--- src/mcps_pkg.sv ---
/*
 * Shared constants and types of the multiphase constant-on-time phase sequencer.
 * Assumes a single 40 MHz clock (mclk) and analog comparator results as synchronous inputs.
 */
package mcps_pkg;
	localparam int CLK_MHZ = 40;
	localparam int FIRE_GAP_NS = 50;
	localparam int FIRE_GAP_CYC = (FIRE_GAP_NS * CLK_MHZ + 999) / 1000;
	localparam int BOOT_ON_NS = 200;
	localparam int BOOT_ON_CYC = (BOOT_ON_NS * CLK_MHZ) / 1000;
	localparam int TOKEN_NS = 100;
	localparam int TOKEN_CYC = (TOKEN_NS * CLK_MHZ) / 1000;
	localparam int SS_BASE_MS = 1;
	localparam int SS_BASE_CYC = SS_BASE_MS * CLK_MHZ * 1000;
	localparam int RAMP_RISE_CYC = 8;
	localparam int SS_CODE_MAX = 4;
	localparam int TON_W = 12;
	localparam int RAMP_W = 3;
	localparam int SS_W = 3;
	localparam int CNT_W = 24;
	localparam logic [7:0] TOKEN_CNT = 8'(TOKEN_CYC);
	localparam logic [7:0] FIRE_GAP = 8'(FIRE_GAP_CYC);
	localparam logic [7:0] BOOT_ON = 8'(BOOT_ON_CYC);
	localparam logic [7:0] RAMP_RISE = 8'(RAMP_RISE_CYC);
	localparam logic [TON_W-1:0] TON_MIN = 12'h004;

	typedef enum logic [2:0] {
		MCPS_OFF,
		MCPS_PREBIAS,
		MCPS_SOFT,
		MCPS_RUN,
		MCPS_DISCHARGE
	} mcps_state_t;
endpackage : mcps_pkg

--- src/mcps_ontime.sv ---
/*
 * On-time timer: one high-side pulse per start, width from nominal and current trims.
 * Assumes trim inputs are two's complement and stable during a pulse.
 */
`timescale 1ns/1ps
module mcps_ontime
	import mcps_pkg::*;
(
	input wire logic mclk,
	input wire logic reset_n,
	input wire logic start,
	input wire logic kill,
	input wire logic [TON_W-1:0] ton_nom,
	input wire logic signed [TON_W-1:0] trim_phase,
	input wire logic signed [TON_W-1:0] trim_total,
	output logic active
);
	typedef struct packed {
		logic [TON_W-1:0] cnt;
	} mcps_ton_st_t;

	mcps_ton_st_t s_q, s_d;
	logic signed [TON_W+1:0] width;

	always_comb begin
		s_d = s_q;
		width = $signed({2'b00, ton_nom}) + trim_phase + trim_total;
		if (width < $signed({2'b00, TON_MIN})) begin
			width = $signed({2'b00, TON_MIN});
		end
		if (kill) begin
			s_d.cnt = '0;
		end else if (start) begin
			s_d.cnt = width[TON_W-1:0];
		end else if (s_q.cnt != '0) begin
			s_d.cnt = s_q.cnt - 12'h001;
		end
	end

	always_ff @(posedge mclk or negedge reset_n) begin
		if (!reset_n) begin
			s_q <= '0;
		end else begin
			s_q <= s_d;
		end
	end

	assign active = (s_q.cnt != '0);
endmodule : mcps_ontime

--- src/mcps_phase.sv ---
/*
 * One phase of the multiphase constant-on-time converter: role detect, token ring,
 * fire generation, mode, shedding, soft start, pre-bias, discharge sequencing.
 * Assumes comparator results and bus write/read strobes synchronous to mclk.
 */
`timescale 1ns/1ps
module mcps_phase
	import mcps_pkg::*;
(
	// -------------------------------------------------
	// Clock, reset and ring
	// -------------------------------------------------
	input wire logic mclk,
	input wire logic reset_n,
	input wire logic token_in,
	input wire logic fire_in,

	// -------------------------------------------------
	// Comparators and faults
	// -------------------------------------------------
	input wire logic fb_ramp_below_comp,
	input wire logic fb_above_ref,
	input wire logic fb_below_disch,
	input wire logic bootstrap_low,
	input wire logic ov_fault,
	input wire logic uv_fault,
	input wire logic ot_fault,
	input wire logic shared_fault_line_in,

	// -------------------------------------------------
	// Configuration
	// -------------------------------------------------
	input wire logic enable,
	input wire logic shed_pin_n,
	input wire logic shed_bit,
	input wire logic shed_src,
	input wire logic continuous_conduction,
	input wire logic ramp_reset_sel,
	input wire logic [RAMP_W-1:0] ramp_sel,
	input wire logic [SS_W-1:0] soft_start_time_cmd,
	input wire logic discharge_en,
	input wire logic zero_cross,

	// -------------------------------------------------
	// On-time and bus
	// -------------------------------------------------
	input wire logic [TON_W-1:0] ton_nom,
	input wire logic signed [TON_W-1:0] trim_phase,
	input wire logic signed [TON_W-1:0] trim_total,
	input wire logic bus_wr,
	input wire logic bus_rd,

	// -------------------------------------------------
	// Outputs
	// -------------------------------------------------
	output logic is_master,
	output logic fire_out,
	output logic token_out,
	output logic high_side_switch,
	output logic low_side_switch,
	output logic discharge_switch,
	output logic shared_fault_line_oe,
	output logic slave_fault,
	output logic soft_start_active,
	output logic ramp_rising,
	output logic [RAMP_W-1:0] ramp_amp,
	output logic bus_wr_ack,
	output logic bus_rd_ack
);

	// -------------------------------------------------
	// State
	// -------------------------------------------------
	typedef struct packed {
		mcps_state_t st;
		logic decided;
		logic master;
		logic token_d1;
		logic grant;
		logic fire;
		logic [7:0] gap;
		logic [7:0] tok;
		logic tok_out;
		logic [7:0] boot;
		logic ls;
		logic hs;
		logic disch;
		logic [CNT_W-1:0] ss_cnt;
		logic ss;
		logic first_done;
		logic flt_oe;
		logic slv_flt;
		logic wr_ack;
		logic rd_ack;
	} mcps_phase_st_t;

	mcps_phase_st_t s_q, s_d;
	logic ton_active;
	logic ton_start;
	logic ton_kill;
	logic shed;
	logic fire_seen;
	logic fire_req;
	logic [CNT_W-1:0] ss_len;

	// -------------------------------------------------
	// Helpers
	// -------------------------------------------------
	function automatic logic [CNT_W-1:0] ss_cycles(input logic [SS_W-1:0] code);
		logic [SS_W-1:0] c;
		c = (code > SS_W'(SS_CODE_MAX)) ? SS_W'(SS_CODE_MAX) : code;
		return CNT_W'(SS_BASE_CYC) << c;
	endfunction : ss_cycles

	// Pulses only while soft start or regulation runs
	function automatic logic switching_state(input mcps_state_t st);
		return (st == MCPS_SOFT) || (st == MCPS_RUN);
	endfunction : switching_state

	// Both switches latched off here
	function automatic logic quiet_state(input mcps_state_t st);
		return (st == MCPS_OFF) || (st == MCPS_DISCHARGE);
	endfunction : quiet_state

	// Master never sheds, whatever either control says
	function automatic logic slave_shed(input logic master, input logic src,
		input logic pin_n, input logic bit_set);
		return !master && (src ? !pin_n : bit_set);
	endfunction : slave_shed

	// -------------------------------------------------
	// Submodules
	// -------------------------------------------------
	mcps_ramp u_ramp (
		.mclk(mclk),
		.reset_n(reset_n),
		.enable(s_q.master && s_q.st != MCPS_OFF),
		.reset_on_fire(ramp_reset_sel),
		.fire(s_q.fire),
		.hs_on(ton_start),
		.amp_sel(ramp_sel),
		.ramp_rising(ramp_rising),
		.ramp_amp(ramp_amp)
	);

	mcps_ontime u_ton (
		.mclk(mclk),
		.reset_n(reset_n),
		.start(ton_start),
		.kill(ton_kill),
		.ton_nom(ton_nom),
		.trim_phase(trim_phase),
		.trim_total(trim_total),
		.active(ton_active)
	);

	// -------------------------------------------------
	// Next state
	// -------------------------------------------------
	always_comb begin
		s_d = s_q;
		ss_len = ss_cycles(soft_start_time_cmd);
		shed = slave_shed(s_q.master, shed_src, shed_pin_n, shed_bit);
		fire_seen = s_q.master ? s_q.fire : fire_in;
		fire_req = 1'b0;
		ton_kill = quiet_state(s_q.st) || shed;
		ton_start = 1'b0;

		// Role detect once after reset: token held high means master
		if (!s_q.decided) begin
			s_d.decided = 1'b1;
			s_d.master = token_in;
		end

		// Token input falling edge grants the turn
		s_d.token_d1 = token_in;
		if (s_q.decided && s_q.token_d1 && !token_in && !shed) begin
			s_d.grant = 1'b1;
		end

		// Fire generation in master only, minimum spacing
		if (s_q.gap != '0) begin
			s_d.gap = s_q.gap - 8'h01;
		end
		if (s_q.master && s_q.gap == '0 && fb_ramp_below_comp
			&& switching_state(s_q.st)) begin
			fire_req = 1'b1;
		end
		s_d.fire = fire_req;
		if (fire_req) begin
			s_d.gap = FIRE_GAP;
		end

		// First pulse of system belongs to master with no grant yet
		if (s_q.master && !s_q.first_done && s_q.st == MCPS_SOFT) begin
			s_d.grant = 1'b1;
			s_d.first_done = 1'b1;
		end

		// Granted phase acts on one fire
		if (fire_seen && s_q.grant && !ton_kill && !ton_active) begin
			ton_start = 1'b1;
			s_d.grant = 1'b0;
			s_d.tok = TOKEN_CNT;
		end
		if (shed) begin
			s_d.grant = 1'b0;
		end
		if (s_q.tok != '0 && !ton_start) begin
			s_d.tok = s_q.tok - 8'h01;
		end
		s_d.tok_out = ton_start || (s_q.tok > 8'h01);

		// Sequencing of start-up and shutdown
		if (s_q.boot != '0) begin
			s_d.boot = s_q.boot - 8'h01;
		end
		case (s_q.st)
			MCPS_OFF: begin
				s_d.first_done = 1'b0;
				if (enable && s_q.decided) begin
					s_d.st = MCPS_PREBIAS;
				end
			end
			MCPS_PREBIAS: begin
				if (bootstrap_low && s_q.boot == '0 && !s_q.ls) begin
					s_d.boot = BOOT_ON;
				end
				if (fb_above_ref && s_q.boot == '0) begin
					s_d.st = MCPS_SOFT;
					s_d.ss_cnt = ss_len;
				end
			end
			MCPS_SOFT: begin
				if (s_q.ss_cnt != '0) begin
					s_d.ss_cnt = s_q.ss_cnt - 24'h000001;
				end else begin
					s_d.st = MCPS_RUN;
				end
			end
			MCPS_RUN: begin
			end
			MCPS_DISCHARGE: begin
				if (fb_below_disch || enable) begin
					s_d.st = MCPS_OFF;
				end
			end
			default: begin
				s_d.st = MCPS_OFF;
			end
		endcase
		if (!enable && !quiet_state(s_q.st)) begin
			s_d.st = discharge_en ? MCPS_DISCHARGE : MCPS_OFF;
			s_d.grant = 1'b0;
		end
		s_d.ss = (s_d.st == MCPS_SOFT);

		// Switch drive: pre-bias keeps both off except bootstrap refresh
		// Next state decides, so a disable never leaves the high side on
		s_d.hs = (ton_start || ton_active) && !ton_kill
			&& switching_state(s_d.st);
		case (s_d.st)
			MCPS_PREBIAS: s_d.ls = (s_d.boot != '0);
			MCPS_SOFT, MCPS_RUN: s_d.ls = !s_d.hs && !shed
				&& (continuous_conduction || !zero_cross);
			default: s_d.ls = 1'b0;
		endcase
		s_d.disch = (s_d.st == MCPS_DISCHARGE);

		// Fault signalling: slaves pull shared line, master watches it
		s_d.flt_oe = !s_q.master && s_q.decided && (ov_fault || uv_fault || ot_fault);
		s_d.slv_flt = s_q.master && shared_fault_line_in;

		// Management bus acceptance
		s_d.wr_ack = bus_wr && s_q.decided;
		s_d.rd_ack = bus_rd && s_q.decided && s_q.master;
	end

	// -------------------------------------------------
	// Registers
	// -------------------------------------------------
	always_ff @(posedge mclk or negedge reset_n) begin
		if (!reset_n) begin
			s_q <= '{st: MCPS_OFF, default: '0};
		end else begin
			s_q <= s_d;
		end
	end

	// -------------------------------------------------
	// Outputs
	// -------------------------------------------------
	assign is_master = s_q.master;
	assign fire_out = s_q.fire;
	assign token_out = s_q.tok_out;
	assign high_side_switch = s_q.hs;
	assign low_side_switch = s_q.ls;
	assign discharge_switch = s_q.disch;
	assign shared_fault_line_oe = s_q.flt_oe;
	assign slave_fault = s_q.slv_flt;
	assign soft_start_active = s_q.ss;
	assign bus_wr_ack = s_q.wr_ack;
	assign bus_rd_ack = s_q.rd_ack;
endmodule : mcps_phase

--- src/mcps_ramp.sv ---
/*
 * Ramp compensation timing for the master phase: fixed rise window, then discharge until the next trigger.
 * Assumes the analog ramp follows ramp_rising and ramp_amp; fire comparison is external.
 */
`timescale 1ns/1ps
module mcps_ramp
	import mcps_pkg::*;
(
	input wire logic mclk,
	input wire logic reset_n,
	input wire logic enable,
	input wire logic reset_on_fire,
	input wire logic fire,
	input wire logic hs_on,
	input wire logic [RAMP_W-1:0] amp_sel,
	output logic ramp_rising,
	output logic [RAMP_W-1:0] ramp_amp
);
	typedef struct packed {
		logic [7:0] cnt;
		logic rising;
		logic [RAMP_W-1:0] amp;
	} mcps_ramp_st_t;

	mcps_ramp_st_t s_q, s_d;
	logic trig;

	always_comb begin
		s_d = s_q;
		trig = reset_on_fire ? fire : hs_on;
		s_d.amp = amp_sel;
		if (!enable) begin
			s_d.rising = 1'b0;
			s_d.cnt = '0;
		end else if (trig) begin
			s_d.rising = 1'b1;
			s_d.cnt = RAMP_RISE;
		end else if (s_q.cnt != '0) begin
			s_d.cnt = s_q.cnt - 8'h01;
			s_d.rising = (s_q.cnt != 8'h01);
		end
	end

	always_ff @(posedge mclk or negedge reset_n) begin
		if (!reset_n) begin
			s_q <= '0;
		end else begin
			s_q <= s_d;
		end
	end

	assign ramp_rising = s_q.rising;
	assign ramp_amp = s_q.amp;
endmodule : mcps_ramp

--- config.mk ---
export PLATFORM = sky130hd
export DESIGN_NAME = mcps_phase
export DESIGN_NICKNAME = d
export VERILOG_FILES = /design/src/mcps_pkg.sv /design/src/mcps_ontime.sv /design/src/mcps_phase.sv /design/src/mcps_ramp.sv
export SDC_FILE = /design/constraint.sdc
export NUM_CORES = 1
export LEC_CHECK = 0
export BUFFER_PORTS_ARGS = -buffer_cell sky130_fd_sc_hd__buf_2
export CELL_PAD_IN_SITES_DETAIL_PLACEMENT = 1
export CELL_PAD_IN_SITES_GLOBAL_PLACEMENT = 1
export CORE_MARGIN = 2
export CORE_UTILIZATION = 31
export CTS_CLUSTER_DIAMETER = 120
export DETAILED_ROUTE_END_ITERATION = 12
export GPL_TIMING_DRIVEN = 0
export PLACE_DENSITY = 0.62
export SLEW_MARGIN = 30
export SYNTH_ARGS = -nofsm -noshare
export SYNTH_HDL_FRONTEND = slang
export SYNTH_SLANG_ARGS = --single-unit
export TNS_END_PERCENT = 50
--- constraint.sdc ---
create_clock -name mclk -period 4.8 [get_ports mclk]
set_clock_uncertainty 0.15 [all_clocks]
set_input_delay 0.96 -clock mclk [delete_from_list [all_inputs] [get_ports mclk]]
set_output_delay 0.96 -clock mclk [all_outputs]
set_load 0.01 [all_outputs]
==> impl_metrics.csv <==
group,metric,value,unit
run_status,status,"completed",
detailed_routing,route.vias.total,5106,
clocking,clockRootBuffer,"clkbuf_16",
floorplan,core-area,0.0181,mm²
placement,dpl.cell_count,954,
timing,fmax,0.241,GHz
critical_path,critPathMaxStageDelay,0.62,ns
floorplan,dieArea,0.0197,mm²
logic_synthesis,postSynthAreaPerCell,8.91,µm²
detailed_routing,dr.first_iter.drc_count,301,
critical_path,cp.arrival,4.23,ns
detailed_routing,vias_per_cell,5.26,
logic_synthesis,yosysMostFrequentCell,"dfrtp_1",
floorplan,rows,49,
finish,multi_input_area,0.00329,mm²
grt,grt_pass1_vias,5505,
clocking,cts_made_buffers,9,
timing,drv_slew,0,
finish,regArea,0.00225,mm²
timing,rsz0062_at_grt,"false",
grt,globalRouteTotalUtil,17.3,%
placement,numPortBuffers,78,
clocking,clkTransAtPathRegs,0.06,ns
critical_path,start_kind,"input pin",
clocking,cts_hold_buf,0,
critical_path,crit_chain,"buf_2 > fa_1 > ha_1 > inv_1 > fa_1 > nand2b_1 > a21oi_1 > o21ai_0 > or4b_2 > o211ai_1 > or4_1 > a32o_1",
power,pwr-share-clk,19.0,%
grt,grt_pass1_wl,27400,µm
logic_synthesis,syn_nets,753,
clocking,cts.sinks,90,
finish,nFillCells,2140,
finish,syn_to_final_growth,17.1,%
power,intPower,2.01,mW
detailed_routing,wirelength,16100,µm
floorplan,start_util,31.8,%
grt,grt_overflow,0,
grt,antenna_found_initial,0,
clocking,htree_levels,3,
finish,design_area,0.00674,mm²
logic_synthesis,yosysTopAreaCellShare,39.1,%
power,p_leak,2.99,nW
floorplan,die_h,140,µm
critical_path,slowest_stage,"or4_1",
clocking,cts_setup_buffers,0,
critical_path,required,4.88,ns
hold_path,hold_class,"input pin to async pin",
detailed_routing,drcViolationCount,0,
placement,dp_hpwl,12600,µm
timing,hold_violations,0,
power,ir_drop,181,µV
floorplan,fp.dieW,140,µm
logic_synthesis,synth_area_leaders,"dfrtp_1 39%, ha_1 6.3%, nor2_1 5.0%",
detailed_routing,ant_nets,0,
timing,tightest_slew,0.687,ns
logic_synthesis,async_flop_share,100,%
logic_synthesis,synth_area_leader_cell,"dfrtp_1",
logic_synthesis,synth-seq-cells,90,
logic_synthesis,synth_edf_count,0,
finish,finalNonFillerCells,970,
timing,setup_violations,0,
clocking,cts-resized-gates,0,
power,power.density,514,mW/mm²
logic_synthesis,syn_area,0.00575,mm²
logic_synthesis,ys_warn_count,0,
critical_path,endpoint_kind,"flip-flop",
power,comb_power_share,43.8,%
detailed_routing,firstDrtPassIters,4,
critical_path,cpMostUsedCell,"fa_1",
power,power_switching,1.45,mW
grt,grt_max_degree,61,
logic_synthesis,synthCells,646,
clocking,cts_tree,"done",
finish,antennaDiodeCount,0,
placement,placed_area,0.00646,mm²
logic_synthesis,synth.top_cells.by_count,"90 x dfrtp_1, 76 x nor2_1, 58 x nand2_1, 48 x a21oi_1, 45 x o21ai_0",
logic_synthesis,yosysUniqueCellTypes,67,
run,cap_violations,0,
finish,nets,843,
detailed_routing,wire_per_inst,16.6,µm
power,seqPwrFrac,37.2,%
critical_path,cp_num_buf_inv,2,
critical_path,crit_type,"input pin to flip-flop",
timing,min_period,4.14,ns
clocking,clock_latency,0.35,ns
placement,gp_congestion,0.838,
floorplan,ios,79,
logic_synthesis,ys_seq_area_share,39.1,%
critical_path,cp_max_fo,5,
critical_path,cp_top_family,"adder cells",
logic_synthesis,ys.flop_type,"dfrtp_1",
finish,drive_gt1_share,15.8,%
clocking,clockBufferDepth,2,
timing,tns,0,ns
timing,relSlewSlack,53.8,%
timing,fin_crit_sh,86.3,%
power,p_sw_share,41.9,%
==> path summary, 6_finish.rpt <==
kind,end,startpoint,cells after the start,slack (ns)
min in group mclk,s_q[55],s_q[55],1,0.34
hold reg to reg,s_q[55],s_q[55],1,0.34
setup / recovery,u_ton.s_q[0],ton_nom[1],12,0.66
setup reg to reg,s_q[20],s_q[18],7,1.55
hold / removal,u_ramp.ramp_amp[0],reset_n,1,0.33
max in group asynchronous,s_q[21],reset_n,2,3.56
==> routing by layer <==
metal  GRT usage, %  part of all wire (%)  vias up
met5              0                     0        -
met4           4.41                   1.1        0
met3           3.86                   4.6       11
met2           29.1                    48      108
met1           22.7                    47     2510
li1               -                     -     2477
==> area by class of cell <==
type	instances	area share, %
Buffer	19	1.52
Clock buffer	9	3.34
Clock inverter	7	0.687
Inverter	30	1.67
Multi-Input combinational cell	507	48.8
Sequential cell	90	33.4
Tap cell	229	4.25
Timing Repair Buffer	79	6.30
==> cell usage in the layout, fill, tap and decap left out, types with 3 or more instances in the layout <==
cell and instances:
or3_1 7, nor2_1 76, and2_1 6, nand2_1 58, buf_4 5, a31oi_1 8
mux2i_1 3, clkinvlp_4 3, nand2b_1 7, clkbuf_16 9, dfrtp_1 90, o21ai_0 45
buf_2 80, or4_1 4, mux2_2 4, nor3_1 37, nor2b_1 3, nand3b_1 4
nor4_1 12, a2111oi_0 3, ha_1 29, xor2_1 17, xnor2_1 21, inv_1 30
nand4_1 3, o211ai_1 4, clkinv_2 3, fa_1 14, o31ai_1 4, a32oi_1 3
o21bai_1 3, clkbuf_1 9, and3_1 12, nor3b_1 4, a21oi_1 48, a21o_1 3
nand3_1 20, a211oi_1 9
==> state kept, by name, summed over array words and instances, names as in the netlist <==
name / count
bus_rd_ack: 1
bus_wr_ack: 1
discharge_switch: 1
fire_out: 1
high_side_switch: 1
is_master: 1
low_side_switch: 1
s_q: 55
shared_fault_line_oe: 1
slave_fault: 1
soft_start_active: 1
token_out: 1
u_ramp.ramp_amp: 3
u_ramp.ramp_rising: 1
u_ramp.s_q: 8
u_ton.s_q: 12
==> kinds of logic (layout without fill, tap and decap cells) <==
| family | Yosys count | after routing | share of synthesized area [%] |
|---|---|---|---|
| AO/OA/AOI/OAI | 153 | 153 | 16.4 |
| XOR/XNOR | 38 | 38 | 5.79 |
| adder cells (fa/ha/maj) | 43 | 43 | 11.2 |
| buffers and inverters | 49 | 144 | 3.74 |
| flip-flops | 90 | 90 | 39.1 |
| multiplexers | 7 | 7 | 1.30 |
| other | 1 | 1 | 0.0652 |
| AND/OR/NAND/NOR | 265 | 265 | 22.4 |
==> power groups by stage <==
stage | clock network (mW) | logic [mW] | registers (mW)
floorplan | 0 | 1.16 | 1.23
global placement | 0 | 1.45 | 1.28
CTS | 0.683 | 1.54 | 1.29
detailed placement | 0 | 1.53 | 1.30
finish | 0.658 | 1.52 | 1.29
global route | 0.723 | 1.74 | 1.34
==> metrics by stage <==
step | setup slack (ns) | hold WS (ns) | power, mW | utilization (%)
4_1_cts | 0.628 | 0.333 | 3.51 | 37.2
3_3_place_gp | 0.277 | 0.318 | 2.73 | 35.6
2_1_floorplan | 0.814 | 0.297 | 2.39 | -
3_5_place_dp | 0.251 | 0.331 | 2.82 | 35.7
6_report | 0.656 | 0.331 | 3.46 | 37.2
5_1_grt | 0.438 | 0.342 | 3.80 | 37.2
(Power assumes the default switching activity.)
